<file path="config.mk">
export PLATFORM = sky130hd
export DESIGN_NAME = dfsb_top
export DESIGN_NICKNAME = d
export VERILOG_FILES = /design/src/dfsb_pkg.sv /design/src/dfsb_chan_check.sv /design/src/dfsb_top.sv
export SDC_FILE = /design/constraint.sdc
export NUM_CORES = 2
export LEC_CHECK = 0
export ABC_AREA = 1
export CORE_AREA = 8 8 346 348
export CTS_BUF_LIST = sky130_fd_sc_hd__clkbuf_8 sky130_fd_sc_hd__clkbuf_16
export CTS_CLUSTER_SIZE = 24
export DETAILED_ROUTE_END_ITERATION = 10
export DIE_AREA = 0 0 354 356
export DONT_BUFFER_PORTS = 1
export GPL_TIMING_DRIVEN = 1
export PLACE_DENSITY = 0.72
export SETUP_SLACK_MARGIN = 0.15
export SYNTH_ARGS = -nofsm -noshare
export SYNTH_HDL_FRONTEND = slang
export SYNTH_SLANG_ARGS = --single-unit
export TNS_END_PERCENT = 50
</file>
<file path="constraint.sdc">
create_clock -name CLK -period 5.7 [get_ports CLK]
set_clock_uncertainty 0.2 [all_clocks]
set_input_delay 0.855 -clock CLK [delete_from_list [all_inputs] [get_ports CLK]]
set_output_delay 0.855 -clock CLK [all_outputs]
set_load 0.01 [all_outputs]
</file>
<file path="src/dfsb_pkg.sv">
package dfsb_pkg;
    localparam int RD_W = 16;
    localparam int N_IN = 8;
    localparam int N_CELL = 16;
    localparam int N_EV = 6;
    localparam int IDX_W = 14;
    localparam int ADDR_W = 16;
    localparam int DATA_W = 32;

    // Register indices; byte address is four times the index
    localparam logic [IDX_W-1:0] IDX_UNDERTEMP_FLAGS = 14'h0541;
    localparam logic [IDX_W-1:0] IDX_INPUT_COMPARE_FAIL = 14'h0543;
    localparam logic [IDX_W-1:0] IDX_CELL_COMPARE_FAIL_HI = 14'h0545;
    localparam logic [IDX_W-1:0] IDX_CELL_COMPARE_FAIL_LO = 14'h0546;
    localparam logic [IDX_W-1:0] IDX_SENSE_OPEN_WIRE_FAIL_HI = 14'h0548;
    localparam logic [IDX_W-1:0] IDX_SENSE_OPEN_WIRE_FAIL_LO = 14'h0549;
    localparam logic [IDX_W-1:0] IDX_BALANCE_OPEN_WIRE_FAIL_HI = 14'h054b;
    localparam logic [IDX_W-1:0] IDX_BALANCE_OPEN_WIRE_FAIL_LO = 14'h054c;
    localparam logic [IDX_W-1:0] IDX_BALANCE_SWITCH_FAIL_HI = 14'h054e;
    localparam logic [IDX_W-1:0] IDX_BALANCE_SWITCH_FAIL_LO = 14'h054f;
    localparam logic [IDX_W-1:0] IDX_THRESHOLD_CTRL = 14'h0560;
    localparam logic [IDX_W-1:0] IDX_IRQ_STATUS = 14'h0561;
    localparam logic [IDX_W-1:0] IDX_IRQ_MASK = 14'h0562;

    // Threshold control fields
    localparam int IN_THR_LSB = 0;
    localparam int IN_THR_W = 3;
    localparam int CELL_THR_LSB = 3;
    localparam int CELL_THR_W = 5;
    localparam int OPEN_THR_LSB = 8;
    localparam int OPEN_THR_W = 4;
    localparam int CTRL_W = 12;
    localparam int THR_W = 5;

    localparam logic [7:0] FAULT_RST = 8'h00;
    localparam logic [CTRL_W-1:0] CTRL_RST = 12'h000;
    localparam logic [N_EV-1:0] EV_RST = 6'h00;

    // Event bits of the interrupt status and mask registers
    typedef enum logic [2:0] {
        EV_UNDERTEMP = 3'h0,
        EV_INPUT_CMP = 3'h1,
        EV_CELL_CMP = 3'h2,
        EV_SENSE_OW = 3'h3,
        EV_BAL_OW = 3'h4,
        EV_BAL_SW = 3'h5
    } dfsb_event_t;

    typedef struct packed {
        logic [N_CELL-1:0][RD_W-1:0] main_rd;
        logic [N_CELL-1:0][RD_W-1:0] aux_rd;
    } dfsb_cell_rd_t;

    typedef struct packed {
        logic [N_IN-1:0][RD_W-1:0] main_rd;
        logic [N_IN-1:0][RD_W-1:0] aux_rd;
    } dfsb_in_rd_t;
endpackage

</file>
<file path="src/dfsb_chan_check.sv">
`timescale 1ns/10ps
module dfsb_chan_check #(
    parameter int RD_W = 16,
    parameter int THR_W = 5,
    parameter int SHIFT = 4
) (
    input wire logic [RD_W-1:0] main_rd,
    input wire logic [RD_W-1:0] aux_rd,
    input wire logic [THR_W-1:0] cmp_thr,
    input wire logic [THR_W-1:0] open_thr,
    output logic cmp_fail,
    output logic ow_fail
);
    localparam int EXT_W = RD_W + THR_W + SHIFT;

    if (SHIFT < 0 || SHIFT > RD_W) begin : g_bad_shift
        $error("dfsb_chan_check: SHIFT out of range");
    end

    logic [EXT_W-1:0] diff;
    logic [EXT_W-1:0] cmp_lim;
    logic [EXT_W-1:0] ow_lim;

    always_comb begin
        if (main_rd >= aux_rd) begin
            diff = EXT_W'(main_rd - aux_rd);
        end else begin
            diff = EXT_W'(aux_rd - main_rd);
        end
        // Threshold codes count in steps of 2**SHIFT reading units
        cmp_lim = EXT_W'(cmp_thr) << SHIFT;
        ow_lim = EXT_W'(open_thr) << SHIFT;
        cmp_fail = diff > cmp_lim;
        ow_fail = EXT_W'(main_rd) < ow_lim;
    end
endmodule

</file>
<file path="src/dfsb_top.sv">
`timescale 1ns/10ps
module dfsb_top #(
    parameter int THR_SHIFT = 4
) (
    input wire logic CLK,
    input wire logic RST_B,
    input wire logic PSEL,
    input wire logic PENABLE,
    input wire logic PWRITE,
    input wire logic [dfsb_pkg::ADDR_W-1:0] PADDR,
    input wire logic [dfsb_pkg::DATA_W-1:0] PWDATA,
    output logic [dfsb_pkg::DATA_W-1:0] PRDATA,
    output logic PREADY,
    output logic PSLVERR,
    output logic IRQ,
    input wire dfsb_pkg::dfsb_cell_rd_t CELL_RD,
    input wire dfsb_pkg::dfsb_in_rd_t INPUT_RD,
    input wire logic CELL_CMP_DONE,
    input wire logic INPUT_CMP_DONE,
    input wire logic SENSE_OW_DONE,
    input wire logic [dfsb_pkg::N_IN-1:0] UNDERTEMP_RAW,
    input wire logic [dfsb_pkg::N_CELL-1:0] BAL_OW_RAW,
    input wire logic BAL_OW_DONE,
    input wire logic [dfsb_pkg::N_CELL-1:0] BAL_SW_RAW,
    input wire logic BAL_SW_DONE
);
    localparam int N_IN = dfsb_pkg::N_IN;
    localparam int N_CELL = dfsb_pkg::N_CELL;
    localparam int N_EV = dfsb_pkg::N_EV;
    localparam int SYNC_W = N_IN + 2 * N_CELL;
    // Upper register of a cell bank holds channels N_IN+1 to N_CELL
    localparam int HI_LSB = N_IN;

    if (THR_SHIFT < 0 || THR_SHIFT > dfsb_pkg::RD_W) begin : g_bad_shift
        $error("dfsb_top: THR_SHIFT out of range");
    end

    // Register slices assume two byte-wide halves per cell bank
    if (N_CELL != 2 * N_IN || N_IN != $bits(dfsb_pkg::FAULT_RST)) begin : g_bad_chan
        $error("dfsb_top: channel counts do not fit byte registers");
    end

    if (dfsb_pkg::IDX_W != dfsb_pkg::ADDR_W - 2) begin : g_bad_idx
        $error("dfsb_top: index width must drop the byte offset");
    end

    // Narrower threshold fields are zero-extended, wider ones would be cut
    if (dfsb_pkg::IN_THR_W > dfsb_pkg::THR_W || dfsb_pkg::CELL_THR_W > dfsb_pkg::THR_W
        || dfsb_pkg::OPEN_THR_W > dfsb_pkg::THR_W) begin : g_bad_thr
        $error("dfsb_top: threshold field wider than comparator input");
    end

    if (dfsb_pkg::OPEN_THR_LSB + dfsb_pkg::OPEN_THR_W > dfsb_pkg::CTRL_W) begin : g_bad_ctrl
        $error("dfsb_top: threshold fields overflow the control register");
    end

    if (dfsb_pkg::CTRL_W > dfsb_pkg::DATA_W || N_EV > dfsb_pkg::DATA_W) begin : g_bad_data
        $error("dfsb_top: register wider than the data bus");
    end

    if (N_EV != int'(dfsb_pkg::EV_BAL_SW) + 1) begin : g_bad_ev
        $error("dfsb_top: event count does not match the event list");
    end

    // Pin synchronisers; raw comparator levels come from the analog side
    logic [SYNC_W-1:0] sync1_q;
    logic [SYNC_W-1:0] sync2_q;
    logic [SYNC_W-1:0] sync1_d;
    logic [SYNC_W-1:0] sync2_d;
    logic [N_IN-1:0] undertemp_sync;
    logic [N_CELL-1:0] bal_ow_sync;
    logic [N_CELL-1:0] bal_sw_sync;

    always_comb begin
        sync1_d = {UNDERTEMP_RAW, BAL_OW_RAW, BAL_SW_RAW};
        sync2_d = sync1_q;
        undertemp_sync = sync2_q[SYNC_W-1 -: N_IN];
        bal_ow_sync = sync2_q[2*N_CELL-1 -: N_CELL];
        bal_sw_sync = sync2_q[N_CELL-1:0];
    end

    always_ff @(posedge CLK) begin
        if (!RST_B) begin
            sync1_q <= '0;
            sync2_q <= '0;
        end else begin
            sync1_q <= sync1_d;
            sync2_q <= sync2_d;
        end
    end

    // Threshold control, written by software
    logic [dfsb_pkg::CTRL_W-1:0] ctrl_q;
    logic [dfsb_pkg::CTRL_W-1:0] ctrl_d;
    logic [dfsb_pkg::THR_W-1:0] in_thr;
    logic [dfsb_pkg::THR_W-1:0] cell_thr;
    logic [dfsb_pkg::THR_W-1:0] open_thr;

    always_comb begin
        in_thr = dfsb_pkg::THR_W'(ctrl_q[dfsb_pkg::IN_THR_LSB +: dfsb_pkg::IN_THR_W]);
        cell_thr = dfsb_pkg::THR_W'(ctrl_q[dfsb_pkg::CELL_THR_LSB +: dfsb_pkg::CELL_THR_W]);
        open_thr = dfsb_pkg::THR_W'(ctrl_q[dfsb_pkg::OPEN_THR_LSB +: dfsb_pkg::OPEN_THR_W]);
    end

    // Per-channel comparisons
    logic [N_CELL-1:0] cell_cmp_res;
    logic [N_CELL-1:0] sense_ow_res;
    logic [N_IN-1:0] in_cmp_res;

    for (genvar i = 0; i < N_CELL; i++) begin : g_cell
        dfsb_chan_check #(
            .RD_W(dfsb_pkg::RD_W),
            .THR_W(dfsb_pkg::THR_W),
            .SHIFT(THR_SHIFT)
        ) u_chk (
            .main_rd(CELL_RD.main_rd[i]),
            .aux_rd(CELL_RD.aux_rd[i]),
            .cmp_thr(cell_thr),
            .open_thr(open_thr),
            .cmp_fail(cell_cmp_res[i]),
            .ow_fail(sense_ow_res[i])
        );
    end

    for (genvar i = 0; i < N_IN; i++) begin : g_in
        dfsb_chan_check #(
            .RD_W(dfsb_pkg::RD_W),
            .THR_W(dfsb_pkg::THR_W),
            .SHIFT(THR_SHIFT)
        ) u_chk (
            .main_rd(INPUT_RD.main_rd[i]),
            .aux_rd(INPUT_RD.aux_rd[i]),
            .cmp_thr(in_thr),
            .open_thr('0),
            .cmp_fail(in_cmp_res[i]),
            .ow_fail()
        );
    end

    // Fault status, bit n-1 holds channel n
    logic [N_IN-1:0] undertemp_q;
    logic [N_IN-1:0] undertemp_d;
    logic [N_IN-1:0] in_cmp_q;
    logic [N_IN-1:0] in_cmp_d;
    logic [N_CELL-1:0] cell_cmp_q;
    logic [N_CELL-1:0] cell_cmp_d;
    logic [N_CELL-1:0] sense_ow_q;
    logic [N_CELL-1:0] sense_ow_d;
    logic [N_CELL-1:0] bal_ow_q;
    logic [N_CELL-1:0] bal_ow_d;
    logic [N_CELL-1:0] bal_sw_q;
    logic [N_CELL-1:0] bal_sw_d;
    logic [N_EV-1:0] event_set;

    always_comb begin
        // Undertemperature follows its comparator; the rest latch on a done strobe
        undertemp_d = undertemp_sync;
        in_cmp_d = INPUT_CMP_DONE ? in_cmp_res : in_cmp_q;
        cell_cmp_d = CELL_CMP_DONE ? cell_cmp_res : cell_cmp_q;
        sense_ow_d = SENSE_OW_DONE ? sense_ow_res : sense_ow_q;
        bal_ow_d = BAL_OW_DONE ? bal_ow_sync : bal_ow_q;
        bal_sw_d = BAL_SW_DONE ? bal_sw_sync : bal_sw_q;
        // A new failure on any channel is one event
        event_set = '0;
        event_set[dfsb_pkg::EV_UNDERTEMP] = |(undertemp_d & ~undertemp_q);
        event_set[dfsb_pkg::EV_INPUT_CMP] = |(in_cmp_d & ~in_cmp_q);
        event_set[dfsb_pkg::EV_CELL_CMP] = |(cell_cmp_d & ~cell_cmp_q);
        event_set[dfsb_pkg::EV_SENSE_OW] = |(sense_ow_d & ~sense_ow_q);
        event_set[dfsb_pkg::EV_BAL_OW] = |(bal_ow_d & ~bal_ow_q);
        event_set[dfsb_pkg::EV_BAL_SW] = |(bal_sw_d & ~bal_sw_q);
    end

    always_ff @(posedge CLK) begin
        if (!RST_B) begin
            undertemp_q <= dfsb_pkg::FAULT_RST;
            in_cmp_q <= dfsb_pkg::FAULT_RST;
            cell_cmp_q <= {dfsb_pkg::FAULT_RST, dfsb_pkg::FAULT_RST};
            sense_ow_q <= {dfsb_pkg::FAULT_RST, dfsb_pkg::FAULT_RST};
            bal_ow_q <= {dfsb_pkg::FAULT_RST, dfsb_pkg::FAULT_RST};
            bal_sw_q <= {dfsb_pkg::FAULT_RST, dfsb_pkg::FAULT_RST};
        end else begin
            undertemp_q <= undertemp_d;
            in_cmp_q <= in_cmp_d;
            cell_cmp_q <= cell_cmp_d;
            sense_ow_q <= sense_ow_d;
            bal_ow_q <= bal_ow_d;
            bal_sw_q <= bal_sw_d;
        end
    end

    // APB slave; read data is fetched in the setup cycle so access needs no wait
    logic [dfsb_pkg::IDX_W-1:0] idx;
    logic setup;
    logic wr_commit;
    logic [N_EV-1:0] sts_q;
    logic [N_EV-1:0] sts_d;
    logic [N_EV-1:0] mask_q;
    logic [N_EV-1:0] mask_d;
    logic [dfsb_pkg::DATA_W-1:0] rdata_q;
    logic [dfsb_pkg::DATA_W-1:0] rdata_d;
    logic ready_q;
    logic ready_d;
    logic err_q;
    logic err_d;
    logic irq_q;
    logic irq_d;
    logic [7:0] rd_byte;
    logic hit;

    always_comb begin
        idx = PADDR[dfsb_pkg::ADDR_W-1:2];
        setup = PSEL && !PENABLE;
        wr_commit = PSEL && PENABLE && ready_q && PWRITE && !err_q;
        rd_byte = 8'h00;
        hit = 1'b1;
        rdata_d = rdata_q;
        case (idx)
            dfsb_pkg::IDX_UNDERTEMP_FLAGS: rd_byte = undertemp_q;
            dfsb_pkg::IDX_INPUT_COMPARE_FAIL: rd_byte = in_cmp_q;
            dfsb_pkg::IDX_CELL_COMPARE_FAIL_HI: rd_byte = cell_cmp_q[N_CELL-1:HI_LSB];
            dfsb_pkg::IDX_CELL_COMPARE_FAIL_LO: rd_byte = cell_cmp_q[HI_LSB-1:0];
            dfsb_pkg::IDX_SENSE_OPEN_WIRE_FAIL_HI: rd_byte = sense_ow_q[N_CELL-1:HI_LSB];
            dfsb_pkg::IDX_SENSE_OPEN_WIRE_FAIL_LO: rd_byte = sense_ow_q[HI_LSB-1:0];
            dfsb_pkg::IDX_BALANCE_OPEN_WIRE_FAIL_HI: rd_byte = bal_ow_q[N_CELL-1:HI_LSB];
            dfsb_pkg::IDX_BALANCE_OPEN_WIRE_FAIL_LO: rd_byte = bal_ow_q[HI_LSB-1:0];
            dfsb_pkg::IDX_BALANCE_SWITCH_FAIL_HI: rd_byte = bal_sw_q[N_CELL-1:HI_LSB];
            dfsb_pkg::IDX_BALANCE_SWITCH_FAIL_LO: rd_byte = bal_sw_q[HI_LSB-1:0];
            dfsb_pkg::IDX_THRESHOLD_CTRL, dfsb_pkg::IDX_IRQ_STATUS,
            dfsb_pkg::IDX_IRQ_MASK: rd_byte = 8'h00;
            default: hit = 1'b0;
        endcase
        if (setup) begin
            if (idx == dfsb_pkg::IDX_THRESHOLD_CTRL) begin
                rdata_d = dfsb_pkg::DATA_W'(ctrl_q);
            end else if (idx == dfsb_pkg::IDX_IRQ_STATUS) begin
                rdata_d = dfsb_pkg::DATA_W'(sts_q);
            end else if (idx == dfsb_pkg::IDX_IRQ_MASK) begin
                rdata_d = dfsb_pkg::DATA_W'(mask_q);
            end else begin
                rdata_d = dfsb_pkg::DATA_W'(rd_byte);
            end
        end
        // Zero wait: ready in the first access cycle, error only alongside it
        ready_d = setup;
        err_d = setup && !hit;
    end

    always_ff @(posedge CLK) begin
        if (!RST_B) begin
            rdata_q <= '0;
            ready_q <= 1'b0;
            err_q <= 1'b0;
        end else begin
            rdata_q <= rdata_d;
            ready_q <= ready_d;
            err_q <= err_d;
        end
    end

    // Software registers; writes to fault registers are accepted and dropped
    always_comb begin
        ctrl_d = ctrl_q;
        mask_d = mask_q;
        sts_d = sts_q;
        if (wr_commit && idx == dfsb_pkg::IDX_THRESHOLD_CTRL) begin
            ctrl_d = PWDATA[dfsb_pkg::CTRL_W-1:0];
        end
        if (wr_commit && idx == dfsb_pkg::IDX_IRQ_MASK) begin
            mask_d = PWDATA[N_EV-1:0];
        end
        if (wr_commit && idx == dfsb_pkg::IDX_IRQ_STATUS) begin
            sts_d = sts_q & ~PWDATA[N_EV-1:0];
        end
        // Set after clear so a same-cycle event is kept
        sts_d = sts_d | event_set;
        irq_d = |(sts_d & mask_d);
    end

    always_ff @(posedge CLK) begin
        if (!RST_B) begin
            ctrl_q <= dfsb_pkg::CTRL_RST;
            sts_q <= dfsb_pkg::EV_RST;
            mask_q <= dfsb_pkg::EV_RST;
            irq_q <= 1'b0;
        end else begin
            ctrl_q <= ctrl_d;
            sts_q <= sts_d;
            mask_q <= mask_d;
            irq_q <= irq_d;
        end
    end

    assign PRDATA = rdata_q;
    assign PREADY = ready_q;
    assign PSLVERR = err_q;
    assign IRQ = irq_q;
endmodule

</file>
==> results.toml <==
[run_status]
status = "complete, no violations"

[route]
wl_per_cell_um = 19.0
drc_errors = 0
vias = 68100
postRouteAntennaNets = 0
firstDrtPassIters = 6
viasPerCell = 5.48
wl_mm = 236
drt_iter0_markers = 6054

[die]
std_cell_rows = 124
start_util_pct = 52.9
io_pins = 901
dieWidth_um = 354
core-area_sq_mm = 0.114
fp.dieH_um = 356
die-area_sq_mm = 0.126

[logic_synthesis]
synth_area_sq_mm = 0.0603
yosysWarnings = 0
ys_seq_area_share_pct = 6.61
synth_ff_type = "dfxtp_1"
ys_types = 63
synth_seq_cells = 199
synth_area_leaders = "nand2_1 (22%), ha_1 (19%), inv_1 (14%)"
synth_enable_flop_cells = 0
synth_top_cell_by_area = "nand2_1"
async_flop_share_pct = 0
synth_top_area_share_pct = 22.0
synthCells = 11000
avgSynthCellArea_sq_um = 5.48

[setup_path]
r2r-end = "IRQ"
worstPathRequired_ps = 5820
reg2reg_slack_ps = 1740
cp_common_cell = "nand2_1"
crit_buf_inv = 4
critPathSlowestCell = "ha_1"
ff2ff_path_depth = 16
reg2reg_from = "ctrl_q[9]"
critPathTopFamily = "simple AND/OR/NAND/NOR gates"
crit_fanout = 17
startpoint_type = "primary input"
worstSetupEndpointType = "flop"
arrival_ps = 4950
worstSetupPathType = "primary input to flop"
critPathMaxStageDelay_ps = 390

[global_route]
grt_max_degree = 111
grt_use_total_pct = 34.8
antenna_found_initial = 42
overflow = 0
grt_pass1_wl_mm = 355
grt_pass1_vias = 63000

[sta]
fin_crit_sh_pct = 84.7
finalSetupViolations = 0
final_max_slew_viol_count = 0
tightest_slew_ps = 1290
finalHoldViolCount = 0
grt_setup_unrepaired = "no"
fmax_mhz = 207
min_period_ps = 4830
finalSetupTns_ps = 0
maxSlewHeadroom_pct = 13.1

[run]
max_cap_viol_count = 0

[pwr]
power_density_mw_per_mm2 = 141
p_int_w = 0.00418
max-vdd-ir-drop_mv = 0.162
clkPwrFrac_pct = 13.3
comb_power_share_pct = 69.8
swShare_pct = 52.1
p_leak_nw = 37.2
switchingPower_w = 0.00454
pwr-share-seq_pct = 17.0
power_w = 0.00872

[clock_tree]
clk-insertion-delay-late_ps = 440
clock_sinks = 199
root_buffer = "clkbuf_16"
post_cts_buffers = 0
hold_buffers = 0
htree_levels = 4
cts_tree = "built"
cts-buffers-inserted = 17
clk_path_buf_depth = 2
cts.repair.resized = 0
clkTransAtPathRegs_ps = 70

[hold_path]
hold_depth = 2
min_from = "sync1_q[3]"
min_path_type = "flop to flop"
hold_path_end = "sync2_q[3]"

[place]
dpl.hpwl_mm = 205
gp_congestion = 1.05
io_buffers = 0

[layout]
area_growth_pct = 2.75
final_core_util_pct = 54.4
layout-drive-gt1-share_pct = 2.47
num-nets-final = 12700
[how the worst max path moves through the flow]
stage / depth (start not counted) / to / slack (ps) / startpoint
6_report: 26 / sts_q[2] / 870 / CELL_RD[7]
5_1_grt: 27 / sts_q[2] / 460 / CELL_RD[88]
4_1_cts: 27 / sts_q[2] / 900 / CELL_RD[88]
3_5_place_dp: 27 / sts_q[2] / 470 / CELL_RD[88]
3_3_place_gp: 27 / sts_q[2] / 490 / CELL_RD[88]
2_1_floorplan: 27 / sts_q[2] / 1430 / CELL_RD[218]
[per-layer routing]
metal	share of wire, %	vias up	GRT usage, %
met5	0.084	-	0
met4	5.0	28	15.4
met3	10	453	9.39
met2	44	2805	57.0
met1	41	30800	42.7
li1	-	33900	-
[Yosys cell counts, drive strengths merged, types with 71 or more instances]
library cell	n
nand2	3595
inv	2318
ha	920
nor2	914
a21oi	696
nand3	696
o21ai	388
dfxtp	199
nand4	180
xor2	150
buf	138
nor3	110
o21bai	100
xnor2	71
[cell families after synthesis]
group / share of synthesized area (%)
xor+xnor: 3.21
fa+ha+maj: 20.7
buf+inv: 16.4
mux: 0.482
compound gates: 13.4
other cells: 0.00622
flops: 6.61
simple gates: 39.2
[state kept, by name (all words and copies together), names as in the netlist, 6 cells and up]
register	cells
mask_q	6
PRDATA	12
in_cmp_q	8
cell_cmp_q	16
sts_q	6
bal_sw_q	16
sync2_q	40
sync1_q	40
bal_ow_q	16
sense_ow_q	16
ctrl_q	12
undertemp_q	8
[power by group through the flow]
stage / registers [W] / logic [W] / clock network [W]
final: 0.00148 / 0.00609 / 0.00116
after global placement: 0.00151 / 0.00583 / 0
after CTS: 0.00148 / 0.00596 / 0.00116
after floorplan: 0.00150 / 0.00468 / 0
after global routing: 0.00148 / 0.00685 / 0.00122
after detailed placement: 0.00151 / 0.00592 / 0
[worst reg2reg max path: stages (launching register included)]
cell and delay [ps]:
dfxtp_1 320, inv_2 510, buf_4 410, ha_1 290
a21boi_0 120, o21ai_0 150, nand2_1 90, a211oi_1 870
nand2_1 160, nand2_1 120, nor2_1 40, and2_0 140
nand4_1 110, nand2_1 80, a21oi_1 160, a21oi_1 70
nand2_1 70
[layout by cell type (no fill, tap or decap), types with 13 or more instances in the layout]
master and instances:
nand2_1 3527, inv_1 2275, ha_1 920, nor2_1 856, nand3_1 689, a21oi_1 688
o21ai_0 367, dfxtp_1 197, nand4_1 180, xor2_1 150, nor3_1 101, o21bai_1 99
xnor2_1 71, a21o_1 53, nand3b_1 50, nand2_2 48, a211oi_1 48, fa_1 48
nor2_2 45, inv_2 43, diode_2 36, nor4_1 35, mux2i_1 29, a21boi_0 29
o21a_1 29, buf_4 27, a31oi_1 26, nand2_4 20, and2_1 20, conb_1 20
o21ai_1 18, o211ai_1 17, clkbuf_16 17, o22ai_1 16, nor2_4 13
[through the flow]
step           hold WS, ps  worst slack (ps)  area, sq um  std cells
5_1_grt                233               462        61900      12400
3_3_place_gp           194               495        61300      12400
3_5_place_dp           196               466        61300      12400
4_1_cts                212               904        61800      12400
2_1_floorplan          190              1430        60300      11000
6_report               208               873        61900      12400
[area by class of cell]
cell class                      instances  area (sq um)
Sequential cell                       199          3990
Clock inverter                         14           128
Antenna cell                           36          90.1
Multi-Input combinational cell       8299         46500
Inverter                             2321          8720
Tap cell                             1512          1890
Clock buffer                           17           425
Timing Repair Buffer                   27           203
Fill cell                           12400         52000
(Power assumes the default switching activity.)
